$ cat src/common/clk_rst_params.svh
`ifndef CLK_RST_PARAMS_SVH
`define CLK_RST_PARAMS_SVH
`define OFS_MULT      4'h0
`define OFS_REFDIV    4'h1
`define OFS_TFLG      4'h2
`define OFS_FLAGS     4'h3
`define OFS_IRQEN     4'h4
`define OFS_CLOCK_SOURCE_SELECT    4'h5
`define OFS_PLL_CONTROL    4'h6
`define OFS_TICK      4'h7
`define OFS_WDCTL     4'h8
`define OFS_FORBY     4'h9
`define OFS_TCTL      4'ha
`define OFS_WDSVC     4'hb
`define RST_PLL_CONTROL    8'hf1
`define RST_ZERO      8'h00
`define WD_KEY1       8'h55
`define WD_KEY2       8'haa
`define QCHK_EDGES    16'd50
`define RST_STRETCH   8'd64
`endif

$ cat src/common/clk_rst_pkg.sv
package clk_rst_pkg;
  typedef struct packed {
    logic       pll_clock_select;
    logic       stop_kind_select;
    logic       system_clock_wait_off;
    logic       oscillator_wait_reduce;
    logic       pll_wait_off;
    logic       core_clock_wait_off;
    logic       tick_wait_off;
    logic       watchdog_wait_off;
  } clock_source_select_s;
  typedef struct packed {
    logic       clock_monitor_enable;
    logic       pll_power_on;
    logic       auto_bandwidth;
    logic       acquisition_select;
    logic       unused3;
    logic       tick_pseudo_stop_enable;
    logic       watchdog_pseudo_stop_enable;
    logic       self_clock_enable;
  } pll_control_s;
  typedef struct packed {
    logic       sys_clk_en;
    logic       core_clk_en;
    logic       osc_en;
    logic       pll_en;
    logic       from_pll;
    logic       pll_min_freq;
  } clk_gate_s;
  typedef enum logic [2:0] {
    MODE_NORMAL = 3'b001,
    MODE_CHECK  = 3'b010,
    MODE_RESET  = 3'b100
  } scm_state_e;
endpackage : clk_rst_pkg

$ cat src/verilog/clock_reset_unit.sv
// The implementer's own choice: strobed register access.
`timescale 1ns/1ps
`include "clk_rst_params.svh"
module clock_reset_unit
  import clk_rst_pkg::*;
#(
  parameter int TICK_PRESCALE = 16,
  parameter int WD_BASE_BITS  = 8
) (
  // clock and reset
  input  wire logic       ref_clk_in,
  input  wire logic       reset_n_in,
  // register port
  input  wire logic [3:0] addr_in,
  input  wire logic [7:0] wdata_in,
  input  wire logic       wr_in,
  input  wire logic       rd_in,
  output logic      [7:0] rdata_out,
  // mode requests and analog status
  input  wire logic       wait_mode_in,
  input  wire logic       stop_mode_in,
  input  wire logic       clock_lost_in,
  input  wire logic       ref_edge_in,
  input  wire logic       ref_amp_ok_in,
  input  wire logic       pll_locked_in,
  input  wire logic       pll_tracking_in,
  input  wire logic       power_on_in,
  input  wire logic       low_voltage_in,
  // reset pin, open drain
  input  wire logic       rst_pin_n_in,
  output logic            rst_pin_out,
  output logic            rst_pin_oe_out,
  // clock gating and status
  output clk_gate_s       gate_out,
  output logic            tick_out,
  output logic            sys_reset_out
);
  // refuse sizes the counters cannot hold: tick limit is 16 bits, watchdog limit 32 bits
  if (TICK_PRESCALE < 1 || TICK_PRESCALE > 516 ||
      WD_BASE_BITS < 2 || WD_BASE_BITS > 16) begin : g_bad_params
    $error("clock_reset_unit: bad parameter");
  end

  logic [5:0] mult_reg;
  logic [3:0] refdiv_reg;
  logic       tick_flag_reg, power_on_flag_reg, low_voltage_flag_reg;
  logic       lock_change_flag_reg, self_clock_change_flag_reg;
  logic       lock_prev_reg;
  logic       self_clock_prev_reg;
  logic       tick_irq_enable_reg, lock_irq_enable_reg, self_clock_irq_enable_reg;
  clock_source_select_s    clock_source_select_reg;
  pll_control_s    pll_control_reg;
  logic [6:0] tick_rate_field_reg;
  logic       watchdog_window_mode_reg, stop_in_debug_select_reg;
  logic [2:0] watchdog_rate_field_reg;
  scm_state_e scm_reg;
  logic [15:0] qchk_reg;
  logic [7:0] rst_cnt_reg;
  logic       wd_armed_reg;
  logic       wd_timeout;
  logic       rst_req;
  logic       self_clock_status;
  logic       lock_bit, track_bit;
  logic       tick_run, wd_run;
  logic [7:0] rd_mux;

  // pin low from outside resets all but the supply flags and the stretch counter, so the pin counts as a reset source
  logic rst_n;
  assign rst_n = reset_n_in & rst_pin_n_in;

  function automatic logic hit(input logic [3:0] a, input logic [3:0] ofs);
    hit = (a == ofs);
  endfunction : hit

  assign self_clock_status = (scm_reg != MODE_NORMAL);
  // lock and track read zero in self-clock since the loop runs open
  assign lock_bit  = pll_locked_in & ~self_clock_status;
  assign track_bit = pll_tracking_in & ~self_clock_status;

  // multiplier and divider: frozen while pll_clock_select is set
  always_ff @(posedge ref_clk_in) begin
    if (!rst_n) begin
      mult_reg   <= 6'h00;
      refdiv_reg <= 4'h0;
    end else if (wr_in && !clock_source_select_reg.pll_clock_select) begin
      if (hit(addr_in, `OFS_MULT))   mult_reg   <= wdata_in[5:0];
      if (hit(addr_in, `OFS_REFDIV)) refdiv_reg <= wdata_in[3:0];
    end
  end

  // control registers
  always_ff @(posedge ref_clk_in) begin
    if (!rst_n) begin
      tick_irq_enable_reg       <= 1'b0;
      lock_irq_enable_reg       <= 1'b0;
      self_clock_irq_enable_reg <= 1'b0;
      clock_source_select_reg                <= clock_source_select_s'(`RST_ZERO);
      pll_control_reg                <= pll_control_s'(`RST_PLL_CONTROL);
      tick_rate_field_reg       <= 7'h00;
      watchdog_window_mode_reg  <= 1'b0;
      stop_in_debug_select_reg  <= 1'b0;
      watchdog_rate_field_reg   <= 3'h0;
    end else if (wr_in) begin
      if (hit(addr_in, `OFS_IRQEN)) begin
        tick_irq_enable_reg       <= wdata_in[7];
        lock_irq_enable_reg       <= wdata_in[4];
        self_clock_irq_enable_reg <= wdata_in[1];
      end
      if (hit(addr_in, `OFS_CLOCK_SOURCE_SELECT)) begin
        clock_source_select_reg <= clock_source_select_s'(wdata_in);
        // pll cannot be chosen in self-clock or while unlocked
        clock_source_select_reg.pll_clock_select <= wdata_in[7] & lock_bit;
      end
      if (hit(addr_in, `OFS_PLL_CONTROL)) begin
        pll_control_reg         <= pll_control_s'(wdata_in);
        pll_control_reg.unused3 <= 1'b0;
      end
      if (hit(addr_in, `OFS_TICK)) tick_rate_field_reg <= wdata_in[6:0];
      if (hit(addr_in, `OFS_WDCTL)) begin
        watchdog_window_mode_reg <= wdata_in[7];
        stop_in_debug_select_reg <= wdata_in[6];
        watchdog_rate_field_reg  <= wdata_in[2:0];
      end
    end else if (self_clock_status) begin
      clock_source_select_reg.pll_clock_select <= 1'b0;
    end
  end

  // flags: hardware set wins over a write-one clear
  logic flag_wr;
  assign flag_wr = wr_in && hit(addr_in, `OFS_FLAGS);
  logic tick_event;
  always_ff @(posedge ref_clk_in) begin
    if (!rst_n) begin
      tick_flag_reg              <= 1'b0;
      lock_change_flag_reg       <= 1'b0;
      self_clock_change_flag_reg <= 1'b0;
      lock_prev_reg              <= 1'b0;
      self_clock_prev_reg        <= 1'b0;
    end else begin
      lock_prev_reg <= lock_bit;
      self_clock_prev_reg <= self_clock_status;
      tick_flag_reg <= tick_event | (tick_flag_reg & ~(flag_wr & wdata_in[7]));
      lock_change_flag_reg <= (lock_bit != lock_prev_reg) |
                              (lock_change_flag_reg & ~(flag_wr & wdata_in[4]));
      // status changes both ways, so entry and exit each raise the flag
      self_clock_change_flag_reg <= (self_clock_status != self_clock_prev_reg) |
                                    (self_clock_change_flag_reg & ~(flag_wr & wdata_in[1]));
    end
  end

  // power-on and low-voltage flags survive system reset, only power resets them
  always_ff @(posedge ref_clk_in) begin
    if (power_on_in) begin
      power_on_flag_reg    <= 1'b1;
      low_voltage_flag_reg <= 1'b0;
    end else begin
      if (low_voltage_in) low_voltage_flag_reg <= 1'b1;
      else if (flag_wr && wdata_in[5]) low_voltage_flag_reg <= 1'b0;
      if (flag_wr && wdata_in[6]) power_on_flag_reg <= 1'b0;
    end
  end

  // self-clock entry and quality check, counts reference edges
  always_ff @(posedge ref_clk_in) begin
    if (!rst_n) begin
      scm_reg  <= MODE_NORMAL;
      qchk_reg <= 16'h0000;
    end else begin
      case (scm_reg)
        MODE_NORMAL: begin
          if (pll_control_reg.clock_monitor_enable && pll_control_reg.self_clock_enable &&
              clock_lost_in) begin
            scm_reg  <= MODE_CHECK;
            qchk_reg <= `QCHK_EDGES;
          end
        end
        MODE_CHECK: begin
          // leave only after enough good edges in a row
          if (!ref_amp_ok_in || clock_lost_in) qchk_reg <= `QCHK_EDGES;
          else if (ref_edge_in && qchk_reg != 16'h0000) qchk_reg <= qchk_reg - 16'h0001;
          if (qchk_reg == 16'h0000) scm_reg <= MODE_NORMAL;
        end
        default: scm_reg <= MODE_NORMAL;
      endcase
    end
  end

  // stop and wait gating of the periodic counters
  assign tick_run = (tick_rate_field_reg != 7'h00) &&
                    !(stop_mode_in && (!clock_source_select_reg.stop_kind_select ||
                      !pll_control_reg.tick_pseudo_stop_enable)) &&
                    !(wait_mode_in && clock_source_select_reg.tick_wait_off);
  assign wd_run   = (watchdog_rate_field_reg != 3'h0) &&
                    !(stop_mode_in && (!clock_source_select_reg.stop_kind_select ||
                      !pll_control_reg.watchdog_pseudo_stop_enable)) &&
                    !(wait_mode_in && clock_source_select_reg.watchdog_wait_off);

  // periodic tick: prescale times rate
  logic [15:0] tick_cnt_reg;
  logic [15:0] tick_lim;
  assign tick_lim = 16'(TICK_PRESCALE) * {9'h000, tick_rate_field_reg};
  assign tick_event = tick_run && (tick_cnt_reg >= tick_lim - 16'h0001);
  always_ff @(posedge ref_clk_in) begin
    if (!rst_n) tick_cnt_reg <= 16'h0000;
    else if (tick_event) tick_cnt_reg <= 16'h0000;
    else if (tick_run) tick_cnt_reg <= tick_cnt_reg + 16'h0001;
  end
  assign tick_out = tick_flag_reg & tick_irq_enable_reg;

  // watchdog: 2^(base+2*rate) cycles, serviced by key pair, window mode
  logic [31:0] wd_cnt_reg;
  logic [31:0] wd_lim;
  logic        svc_wr;
  assign wd_lim = 32'h1 << (WD_BASE_BITS + 2 * int'(watchdog_rate_field_reg));
  assign svc_wr = wr_in && hit(addr_in, `OFS_WDSVC);
  logic early;
  assign early = watchdog_window_mode_reg && (wd_cnt_reg < (wd_lim - (wd_lim >> 2)));
  logic bad_svc;
  assign bad_svc = svc_wr && ((wdata_in != `WD_KEY1 && wdata_in != `WD_KEY2) || early);
  assign wd_timeout = (wd_run && wd_cnt_reg >= wd_lim - 32'h1) || bad_svc;
  always_ff @(posedge ref_clk_in) begin
    if (!rst_n) begin
      wd_cnt_reg   <= 32'h0;
      wd_armed_reg <= 1'b0;
    end else if (svc_wr && wdata_in == `WD_KEY1) begin
      wd_armed_reg <= 1'b1;
      if (wd_run) wd_cnt_reg <= wd_cnt_reg + 32'h1;
    end else if (svc_wr && wdata_in == `WD_KEY2 && wd_armed_reg) begin
      wd_armed_reg <= 1'b0;
      wd_cnt_reg   <= 32'h0;
    end else if (wd_run) begin
      wd_cnt_reg <= wd_cnt_reg + 32'h1;
    end
  end

  // reset sources and pin stretch
  assign rst_req = power_on_in | low_voltage_in | wd_timeout |
                   (clock_lost_in && pll_control_reg.clock_monitor_enable &&
                    !pll_control_reg.self_clock_enable);
  always_ff @(posedge ref_clk_in) begin
    if (!reset_n_in) rst_cnt_reg <= `RST_STRETCH;
    else if (rst_req) rst_cnt_reg <= `RST_STRETCH;
    else if (rst_cnt_reg != 8'h00) rst_cnt_reg <= rst_cnt_reg - 8'h01;
  end
  assign rst_pin_out    = 1'b0;
  assign rst_pin_oe_out = (rst_cnt_reg != 8'h00);
  assign sys_reset_out  = (rst_cnt_reg != 8'h00) | ~rst_n;

  // clock gating
  always_comb begin
    gate_out = '0;
    gate_out.osc_en      = !(stop_mode_in && !clock_source_select_reg.stop_kind_select);
    gate_out.sys_clk_en  = !stop_mode_in &&
                           !(wait_mode_in && clock_source_select_reg.system_clock_wait_off);
    gate_out.core_clk_en = !stop_mode_in &&
                           !(wait_mode_in && clock_source_select_reg.core_clock_wait_off);
    gate_out.pll_en      = (pll_control_reg.pll_power_on || self_clock_status) && !stop_mode_in &&
                           !(wait_mode_in && clock_source_select_reg.pll_wait_off);
    gate_out.from_pll    = clock_source_select_reg.pll_clock_select | self_clock_status;
    gate_out.pll_min_freq = self_clock_status;
  end

  // read mux, test registers and service read zero
  always_comb begin
    rd_mux = 8'h00;
    case (addr_in)
      `OFS_MULT:   rd_mux = {2'b00, mult_reg};
      `OFS_REFDIV: rd_mux = {4'h0, refdiv_reg};
      `OFS_FLAGS:  rd_mux = {tick_flag_reg, power_on_flag_reg, low_voltage_flag_reg,
                             lock_change_flag_reg, lock_bit, track_bit,
                             self_clock_change_flag_reg, self_clock_status};
      `OFS_IRQEN:  rd_mux = {tick_irq_enable_reg, 2'b00, lock_irq_enable_reg, 2'b00,
                             self_clock_irq_enable_reg, 1'b0};
      `OFS_CLOCK_SOURCE_SELECT: rd_mux = clock_source_select_reg;
      `OFS_PLL_CONTROL: rd_mux = pll_control_reg;
      `OFS_TICK:   rd_mux = {1'b0, tick_rate_field_reg};
      `OFS_WDCTL:  rd_mux = {watchdog_window_mode_reg, stop_in_debug_select_reg, 3'b000,
                             watchdog_rate_field_reg};
      default:     rd_mux = 8'h00;
    endcase
  end
  always_ff @(posedge ref_clk_in) begin
    if (!rst_n) rdata_out <= 8'h00;
    else if (rd_in) rdata_out <= rd_mux;
    else rdata_out <= 8'h00;
  end

  // stop modes: full stop freezes everything, pseudo-stop keeps the oscillator
  AST_FULL_STOP_OSC: assert property (@(posedge ref_clk_in) disable iff (!rst_n)
    stop_mode_in && !clock_source_select_reg.stop_kind_select |-> !gate_out.osc_en && !tick_run && !wd_run)
    else $error("full stop leaves clocks");

  AST_FULL_STOP_GATES: assert property (@(posedge ref_clk_in) disable iff (!rst_n)
    stop_mode_in && !clock_source_select_reg.stop_kind_select |->
      !gate_out.sys_clk_en && !gate_out.core_clk_en)
    else $error("full stop leaves system clocks");

  AST_PSTOP_OSC: assert property (@(posedge ref_clk_in) disable iff (!rst_n)
    stop_mode_in && clock_source_select_reg.stop_kind_select |-> gate_out.osc_en && !gate_out.sys_clk_en)
    else $error("pseudo stop gating wrong");

  AST_PSTOP_TICK: assert property (@(posedge ref_clk_in) disable iff (!rst_n)
    stop_mode_in && !pll_control_reg.tick_pseudo_stop_enable |=> $stable(tick_cnt_reg))
    else $error("tick ran in stop");

  // wait mode: the system and core gates each follow their own clock-select bit
  AST_WAIT_SYS: assert property (@(posedge ref_clk_in) disable iff (!rst_n)
    wait_mode_in && clock_source_select_reg.system_clock_wait_off |-> !gate_out.sys_clk_en)
    else $error("system clock ran in wait");

  AST_WAIT_CORE: assert property (@(posedge ref_clk_in) disable iff (!rst_n)
    wait_mode_in && clock_source_select_reg.core_clock_wait_off |-> !gate_out.core_clk_en)
    else $error("core clock ran in wait");

  // self-clock entry, quality check and exit
  AST_SCM_ENTRY: assert property (@(posedge ref_clk_in) disable iff (!rst_n)
    $rose(self_clock_status) |-> $past(clock_lost_in) && $past(pll_control_reg.self_clock_enable))
    else $error("bad self-clock entry");

  AST_SCM_CHECK: assert property (@(posedge ref_clk_in) disable iff (!rst_n)
    $rose(self_clock_status) |-> qchk_reg == `QCHK_EDGES)
    else $error("check not started");

  AST_SCM_EXIT: assert property (@(posedge ref_clk_in) disable iff (!rst_n)
    $fell(self_clock_status) |-> $past(qchk_reg) == 16'h0000)
    else $error("left self-clock early");

  AST_SCM_CLOCK: assert property (@(posedge ref_clk_in) disable iff (!rst_n)
    self_clock_status |-> gate_out.from_pll && gate_out.pll_min_freq)
    else $error("self-clock source wrong");

  // lock and track must read zero while the loop runs open
  AST_SCM_READ: assert property (@(posedge ref_clk_in) disable iff (!rst_n)
    rd_in && addr_in == `OFS_FLAGS && self_clock_status |=>
      rdata_out[3:2] == 2'b00 && rdata_out[0])
    else $error("flags wrong in self-clock");

  // reset pin: the stretch holds the pin for its full count
  AST_RST_PIN: assert property (@(posedge ref_clk_in) disable iff (!reset_n_in)
    rst_req |=> rst_pin_oe_out [*8])
    else $error("reset pin not driven");

  AST_STRETCH_END: assert property (@(posedge ref_clk_in) disable iff (!reset_n_in)
    $fell(rst_pin_oe_out) |-> $past(rst_cnt_reg) == 8'h01)
    else $error("reset pin released early");

  AST_PIN_RESET: assert property (@(posedge ref_clk_in) disable iff (!reset_n_in)
    !rst_pin_n_in |-> sys_reset_out)
    else $error("pin low without system reset");

  // the watchdog alarm drops rst_n through the pin, so only the bench reset may disable
  AST_WD_RESET: assert property (@(posedge ref_clk_in) disable iff (!reset_n_in)
    wd_timeout |=> sys_reset_out)
    else $error("watchdog time-out ignored");

  // register behaviour
  AST_MULT_FROZEN: assert property (@(posedge ref_clk_in) disable iff (!rst_n)
    wr_in && addr_in == `OFS_MULT && clock_source_select_reg.pll_clock_select |=> $stable(mult_reg))
    else $error("multiplier changed while pll selected");

  AST_IRQ_READ: assert property (@(posedge ref_clk_in) disable iff (!rst_n)
    rd_in && addr_in == `OFS_IRQEN |=> (rdata_out & 8'h6d) == 8'h00)
    else $error("unimplemented enable bit read one");

  AST_SVC_READ: assert property (@(posedge ref_clk_in) disable iff (!rst_n)
    rd_in && addr_in == `OFS_WDSVC |=> rdata_out == 8'h00)
    else $error("service register read nonzero");

  AST_TEST_READ: assert property (@(posedge ref_clk_in) disable iff (!rst_n)
    rd_in && (addr_in == `OFS_TFLG || addr_in == `OFS_FORBY || addr_in == `OFS_TCTL) |=>
      rdata_out == 8'h00)
    else $error("test register read nonzero");

  AST_TICK_FLAG: assert property (@(posedge ref_clk_in) disable iff (!rst_n)
    tick_event |=> tick_flag_reg)
    else $error("tick event lost");

  // supply flags live outside system reset, so no disable here
  AST_POR_FLAG: assert property (@(posedge ref_clk_in)
    power_on_in |=> power_on_flag_reg)
    else $error("power-on flag not set");

  AST_LV_FLAG: assert property (@(posedge ref_clk_in)
    low_voltage_in && !power_on_in |=> low_voltage_flag_reg)
    else $error("low-voltage flag not set");

  AST_LOCK_FLAG: assert property (@(posedge ref_clk_in) disable iff (!rst_n)
    lock_bit != lock_prev_reg |=> lock_change_flag_reg)
    else $error("lock change lost");
endmodule : clock_reset_unit

$ cat config.mk
export PLATFORM = sky130hd
export DESIGN_NAME = clock_reset_unit
export DESIGN_NICKNAME = d
export VERILOG_FILES = /design/src/common/clk_rst_pkg.sv /design/src/verilog/clock_reset_unit.sv
export VERILOG_INCLUDE_DIRS = /design/src /design/src/common
export SDC_FILE = /design/constraint.sdc
export NUM_CORES = 1
export LEC_CHECK = 0
export BUFFER_PORTS_ARGS = -buffer_cell sky130_fd_sc_hd__buf_2
export CORE_AREA = 5 5 125 127
export DETAILED_ROUTE_END_ITERATION = 10
export DIE_AREA = 0 0 130 132
export PLACE_DENSITY_LB_ADDON = 0.05
export SLEW_MARGIN = 10
export SYNTH_ARGS = -nofsm -noshare
export SYNTH_HDL_FRONTEND = slang
export SYNTH_SLANG_ARGS = --single-unit
$ cat constraint.sdc
create_clock -name ref_clk_in -period 4.4 [get_ports ref_clk_in]
set_input_delay 0.44 -clock ref_clk_in [delete_from_list [all_inputs] [get_ports ref_clk_in]]
set_output_delay 0.44 -clock ref_clk_in [all_outputs]
set_load 0.02 [all_outputs]
After elaboration in Yosys (flattened, before gate mapping)
Cells that the tools add are included.
{"block": "word_totals", "ff_bits": 131, "in_bits": 26, "output_inout_bits": 18, "elab_cells": 192}
{"block": "classes", "muxes": 18, "n_lt_le_gt_ge": 3, "n_addsub": 8, "shift": 1, "n_reduce_logical": 78, "n_eq_ne": 21, "n_bitwise": 25}
{"op": "32-bit two-way mux", "count": 3}
{"op": "8-bit one-hot mux with 8 select lines", "count": 1}
{"op": "16-bit two-way mux", "count": 3}
{"op": "1-bit logical AND", "count": 34}
{"op": "32-bit by 1-bit adder with 32-bit output (second input constant)", "count": 1}
{"op": "32-bit greater-or-equal comparator", "count": 1}
{"op": "32-bit less-than comparator", "count": 1}
{"op": "16-bit one-hot mux with 2 select lines", "count": 1}
{"op": "1-bit by 5-bit << shifter with 32-bit output (first input constant)", "count": 1}
{"op": "32-bit by 1-bit subtractor with 32-bit output (second input constant)", "count": 1}
{"op": "32-bit by 30-bit subtractor with 32-bit output", "count": 1}
{"op": "2-bit AND reduction", "count": 10}
{"op": "16-bit by 1-bit adder with 16-bit output (second input constant)", "count": 1}
{"op": "4-bit by 3-bit == test with 1-bit output (second input constant)", "count": 4}
{"op": "16-bit greater-or-equal comparator", "count": 1}
{"op": "16-bit logical NOT", "count": 1}
{"op": "16-bit nonzero test", "count": 1}
{"op": "16-bit by 1-bit subtractor with 16-bit output (second input constant)", "count": 1}
{"op": "1-bit logical NOT", "count": 15}
{"op": "11-bit by 1-bit subtractor with 12-bit output (second input constant)", "count": 1}
{"op": "1-bit bitwise AND", "count": 11}
{"op": "4-bit == test (second input constant)", "count": 2}
{"op": "8-bit by 7-bit == test with 1-bit output (second input constant)", "count": 1}
{"op": "8-bit == test (second input constant)", "count": 1}
{"op": "27 further kinds", "count": 56}

Logic depth before layout (Yosys ltp)
{"block": "logic_depth", "ltp_word": 11, "mapped_depth": 18, "ltp_nobuf": 17}

Worst setup path after synthesis
OpenSTA, ideal clock, no wires.
{"block": "synth_timing", "path_type": "reg-to-reg", "start": "register watchdog_rate_field_reg[1]", "end": "register rst_cnt_reg[6]", "synth_period_minus_slack_ps": 4051, "t_arrival_ps": 3917, "path_stages_with_launch": 17, "path_slack_ps": 349, "path_buffers": 1, "required_ps": 4266, "setup_ps": 134, "cell_sequence": "dfxtp_1 -> clkbuf_1 -> nor3b_1 -> inv_1 -> ha_1 -> or3b_1 -> o2111ai_1 -> a21oi_1 -> o311ai_1 -> xnor2_1 -> ha_1 -> nand2_1 -> o21ai_0 -> a211oi_1 -> o21ai_0 -> a21oi_2 -> or4_1"}
{"block": "synth_via", "elab_chain_cells": 11, "elab_cells_between_ends": 17, "cone_classes": "3 x add/sub; 2 x order compare; 1 x shift; 2 x bitwise; 9 x reduce/logical"}
{"item": "start: declaration", "line": "clock_reset_unit.sv:55", "source": "logic [2:0] watchdog_rate_field_reg;"}
{"item": "start signal: assignment", "line": "clock_reset_unit.sv:122", "source": "watchdog_rate_field_reg <= wdata_in[2:0];"}
{"item": "4-bit by 4-bit adder with 5-bit output", "line": "clock_reset_unit.sv:215", "source": "assign wd_lim = 32'h1 << (WD_BASE_BITS + 2 * int'(watchdog_rate_field_reg));"}
{"item": "1-bit by 5-bit << shifter with 32-bit output", "line": "clock_reset_unit.sv:215"}
{"item": "32-bit by 30-bit subtractor with 32-bit output", "line": "clock_reset_unit.sv:218", "source": "assign early = watchdog_window_mode_reg && (wd_cnt_reg < (wd_lim - (wd_lim >> 2)));"}
{"item": "32-bit less-than comparator", "line": "clock_reset_unit.sv:218"}
{"item": "1-bit logical AND", "line": "clock_reset_unit.sv:218"}
{"item": "1-bit logical OR", "line": "clock_reset_unit.sv:220", "source": "assign bad_svc = svc_wr && ((wdata_in != `WD_KEY1 && wdata_in != `WD_KEY2) || early);"}
{"item": "1-bit logical AND", "line": "clock_reset_unit.sv:220"}
{"item": "1-bit logical OR (*)", "line": "clock_reset_unit.sv:221", "source": "assign wd_timeout = (wd_run && wd_cnt_reg >= wd_lim - 32'h1) || bad_svc;"}
{"item": "1-bit OR (*) (2 in a row)", "line": "clock_reset_unit.sv:238", "source": "assign rst_req = power_on_in | low_voltage_in | wd_timeout |"}
{"item": "2-bit OR reduction (no line) (*)"}
{"item": "end signal: assignment", "line": "clock_reset_unit.sv:242", "source": "if (!reset_n_in) rst_cnt_reg <= `RST_STRETCH;"}
{"item": "end signal: assignment", "line": "clock_reset_unit.sv:243", "source": "else if (rst_req) rst_cnt_reg <= `RST_STRETCH;"}
{"item": "end signal: assignment", "line": "clock_reset_unit.sv:244", "source": "else if (rst_cnt_reg != 8'h00) rst_cnt_reg <= rst_cnt_reg - 8'h01;"}
{"item": "end: declaration", "line": "clock_reset_unit.sv:58", "source": "logic [7:0] rst_cnt_reg;"}
Every way passes the cells marked *; elsewhere a longest branch is shown, timed or not.
A chain may end at the register's enable or synchronous reset.

Worst setup path in the final report
{"block": "layout_timing", "start": "register watchdog_rate_field_reg[0]", "end": "register rst_cnt_reg[6]"}
Same word-level chain as after synthesis.

==> results_tabular.tex <==
\begin{tabular}{lr}
\hline
Metric & Value \\
\hline
\multicolumn{2}{l}{\textbf{Die}} \\
Placement row count & 44 \\
Area of the core & 14300 µm² \\
Die Y & 132 µm \\
Die Area & 17200 µm² \\
Die width & 130 µm \\
Number of top-level pins & 44 \\
Initial standard-cell utilization of the core & 55.0\% \\
\multicolumn{2}{l}{\textbf{Clock tree}} \\
Maximum root-to-sink buffer count & 2 \\
Hold-fix buffers, CTS & 0 \\
Clock slew at reported path FFs & 60 ps \\
Depth of the CTS H-tree & 4 \\
Setup fix buffers added after clock tree synthesis & 0 \\
Clock tree from TritonCTS & yes \\
Clock network latency to the later pin of the worst-skew pair & 420 ps \\
CTS Sinks & 130 \\
TritonCTS buffer count & 17 \\
Root buffer cell & sky130\_fd\_sc\_hd\_\_clkbuf\_16 \\
\multicolumn{2}{l}{\textbf{Cells and area}} \\
Signed area change from the synthesized netlist to the final layout & 13.2\% \\
Layout Cells excl Fill & 1213 \\
Fin nets & 1119 \\
Number of diodes added for antenna fixing & 0 \\
Max FFs per register & 32 \\
Finished layout cell area & 8900 µm² \\
Layout fillers & 1326 \\
Layout cell share with drive strength beyond 1 & 9.52\% \\
\multicolumn{2}{l}{\textbf{Detailed routing}} \\
Count of antenna-violating nets left after detailed routing & 0 \\
Iteration count of the initial detailed-routing pass & 5 \\
Ratio of routed vias to standard cells & 5.70 \\
Number of violations reported at the end of detailed-routing iteration 0 & 403 \\
Mean routed wirelength per cell & 15.7 µm \\
Remaining routing DRC violations & 0 \\
Number of vias after detailed routing & 6917 \\
Total wirelength of the detailed-routed design & 19100 µm \\
\multicolumn{2}{l}{\textbf{Setup path}} \\
R2r startpoint & watchdog\_rate\_field\_reg[0] \\
Worst stage delay on the critical path & 520 ps \\
Crit path max-delay family & simple AND/OR/NAND/NOR gates \\
Critical path's slowest cell & sky130\_fd\_sc\_hd\_\_or4\_1 \\
Cell depth of the worst setup path & 15 \\
Worst-path cell chain & nor2b\_1 -> nand2b\_1 -> ha\_1 -> or3b\_1 -> o2111ai\_1 -> a21oi\_1 -> o311ai\_2 -> xnor2\_1 -> ha\_1 -> nand2\_1 -> o21ai\_0 -> a211oi\_1 -> o21ai\_0 -> a21oi\_2 -> or4\_1 \\
Worst Path Required & 4690 ps \\
Worst reg2reg setup slack & 370 ps \\
Register-to-Register Path Depth & 15 \\
Setup Crit Path Kind & reg2reg \\
Critical Path Start & watchdog\_rate\_field\_reg[0] \\
Category of the worst setup path launch point & flop \\
Setup crit end kind & flop \\
Worst Path Max Fanout & 8 \\
Worst flop-to-flop path endpoint & rst\_cnt\_reg[6] \\
Bufs and invs on worst path & 0 \\
Data arrival time of the critical path & 4320 ps \\
\multicolumn{2}{l}{\textbf{STA}} \\
FMAX & 0.248 GHz \\
Max Transition Viols Final & 0 \\
Share of the cycle needed by the critical path after routing & 91.7\% \\
Setup-violating endpoint count in the final report & 0 \\
Pin slew with the least headroom to its limit & 1020 ps \\
Clock skew & 6.90 ps \\
Minimum period implied by the final worst setup slack & 4030 ps \\
Count of final hold-check violations & 0 \\
Setup repair after global routing missed its margin & false \\
Total negative slack & 0 ps \\
Relative slew margins & 31.6\% \\
\multicolumn{2}{l}{\textbf{Yosys}} \\
FF+latch count, synth & 130 \\
Synth warn & 0 \\
Commonest cells in the netlist & sky130\_fd\_sc\_hd\_\_dfxtp\_1, sky130\_fd\_sc\_hd\_\_nor2\_1, sky130\_fd\_sc\_hd\_\_nand2\_1 \\
Async S/R FF share, synth & 0\% \\
Share of the synthesized area in the top cell type & 33.1\% \\
Sequential share of the synthesized area & 33.1\% \\
Syn Area/Cell & 8.12 µm² \\
Post-synth top area cell & sky130\_fd\_sc\_hd\_\_dfxtp\_1 \\
Most common flop cell mapped by yosys & sky130\_fd\_sc\_hd\_\_dfxtp\_1 \\
Distinct cell type count of the synthesized netlist & 67 \\
Post-Synthesis Cell Area & 7870 µm² \\
Post-synthesis instance total & 969 \\
Largest cells by area after synthesis & sky130\_fd\_sc\_hd\_\_dfxtp\_1, sky130\_fd\_sc\_hd\_\_ha\_1, sky130\_fd\_sc\_hd\_\_nor2\_1 \\
Number of synthesized flops with an enable pin & 0 \\
\multicolumn{2}{l}{\textbf{Outcome}} \\
Outcome & complete, no violations \\
\multicolumn{2}{l}{\textbf{Pwr}} \\
Pwr Total & 2.99 mW \\
Leak pwr & 3.58 nW \\
P per Cell Area & 336 nW/µm² \\
Maximum vdd drop & 0.298 mV \\
\multicolumn{2}{l}{\textbf{Global routing}} \\
Overall overflow remaining after global route & 0 \\
Global-route wire length before repair & 31600 µm \\
Global-route usage over all layers & 22.7\% \\
Number of global-route vias before repair & 6298 \\
Maximum number of pins on one net before global-route repair & 46 \\
Initial antenna violation count & 1 \\
\multicolumn{2}{l}{\textbf{Placement}} \\
Detailed-placement wirelength estimate & 13900 µm \\
Post-placement cell area & 8280 µm² \\
Count of input and output buffers & 42 \\
Placed insts & 1182 \\
Routability cong. & 0.860 \\
\multicolumn{2}{l}{\textbf{Min path}} \\
Min-Delay Startpoint & power\_on\_in \\
Hold path endpoint & low\_voltage\_flag\_reg \\
Worst hold path class & in2reg \\
Hold path cells & 2 \\
\multicolumn{2}{l}{\textbf{Job}} \\
Max-capacitance violation count & 0 \\
\hline
\end{tabular}
-- worst max-delay path by stage --
stage	to	slack (ps)
2_1_floorplan	rst_cnt_reg[6]	350
3_3_place_gp	rst_cnt_reg[6]	340
3_5_place_dp	rst_cnt_reg[6]	300
4_1_cts	rst_cnt_reg[6]	220
5_1_grt	rst_cnt_reg[6]	20
6_report	rst_cnt_reg[6]	370
-- placed cells by master, fill, tap and decap left out, drive strengths merged, types with 6 or more instances in the layout --
cell type,synthesis,layout
nor2,131,131
dfxtp,130,130
nand2,96,96
ha,76,76
nand3,62,62
buf,8,52
a21oi,49,49
inv,48,48
xnor2,47,47
nor3,36,36
xor2,31,31
o21ai,25,25
nor4,24,24
mux2i,23,23
clkbuf,30,22
nand4,19,19
conb,2,17
a22oi,11,11
or3,10,10
a21o,8,8
and3,8,8
nand2b,7,7
a31oi,7,7
or4,6,6
a211oi,6,6
nor3b,6,6
a32oi,6,6
-- per-layer routing --
| metal | track usage [%] | part of all wire, % | up-vias |
|---|---|---|---|
| li1 | - | - | 3516 |
| met1 | 32.2 | 48 | 3226 |
| met3 | 5.06 | 5.3 | 25 |
| met5 | 0 | 0.058 | - |
| met4 | 6.58 | 1.7 | 2 |
| met2 | 34.6 | 45 | 148 |
-- stage by stage --
stage	hold slack (ps)	worst slack, ps	util (%)
6_report	237	366	62.2
5_1_grt	233	22.7	62.2
4_1_cts	217	216	62.2
3_5_place_dp	451	295	57.9
3_3_place_gp	447	345	57.9
2_1_floorplan	426	349	-
-- kinds of logic (layout without fill, tap and decap cells) --
logic type / Yosys count / after routing / synth area share (%)
compound gates: 140 / 140 / 11.6
simple gates: 433 / 433 / 27.1
xor+xnor: 78 / 78 / 8.68
flops: 130 / 130 / 33.1
mux: 24 / 24 / 3.07
buf+inv: 86 / 131 / 4.29
other cells: 2 / 17 / 0.0955
fa+ha+maj: 76 / 76 / 12.1
-- what timing repair did --
action | CTS | global route
endpoints found under the setup margin | 0 | 1
gates resized for setup | 0 | 1
endpoints found under the hold margin | 0 | 0
-- layout make-up --
| class | instances | area, µm² | share of cell area (%) |
|---|---|---|---|
| clock buffer | 22 | 484 | 5.44 |
| clock inverter | 9 | 129 | 1.45 |
| tap | 184 | 230 | 2.59 |
| sequential | 130 | 2600 | 29.2 |
| multi-input combinational | 768 | 4990 | 56.1 |
| inverter | 48 | 180 | 2.02 |
| timing repair buffer | 52 | 285 | 3.20 |
-- report_power, final --
part / switching [mW] / total [mW] / internal (mW)
Clock: 0.516 / 1.46 / 0.945
Combinational: 0.201 / 0.316 / 0.115
Sequential: 0.0185 / 1.22 / 1.20
Total: 0.735 / 2.99 / 2.26
Power figures use the tool's default switching activity.
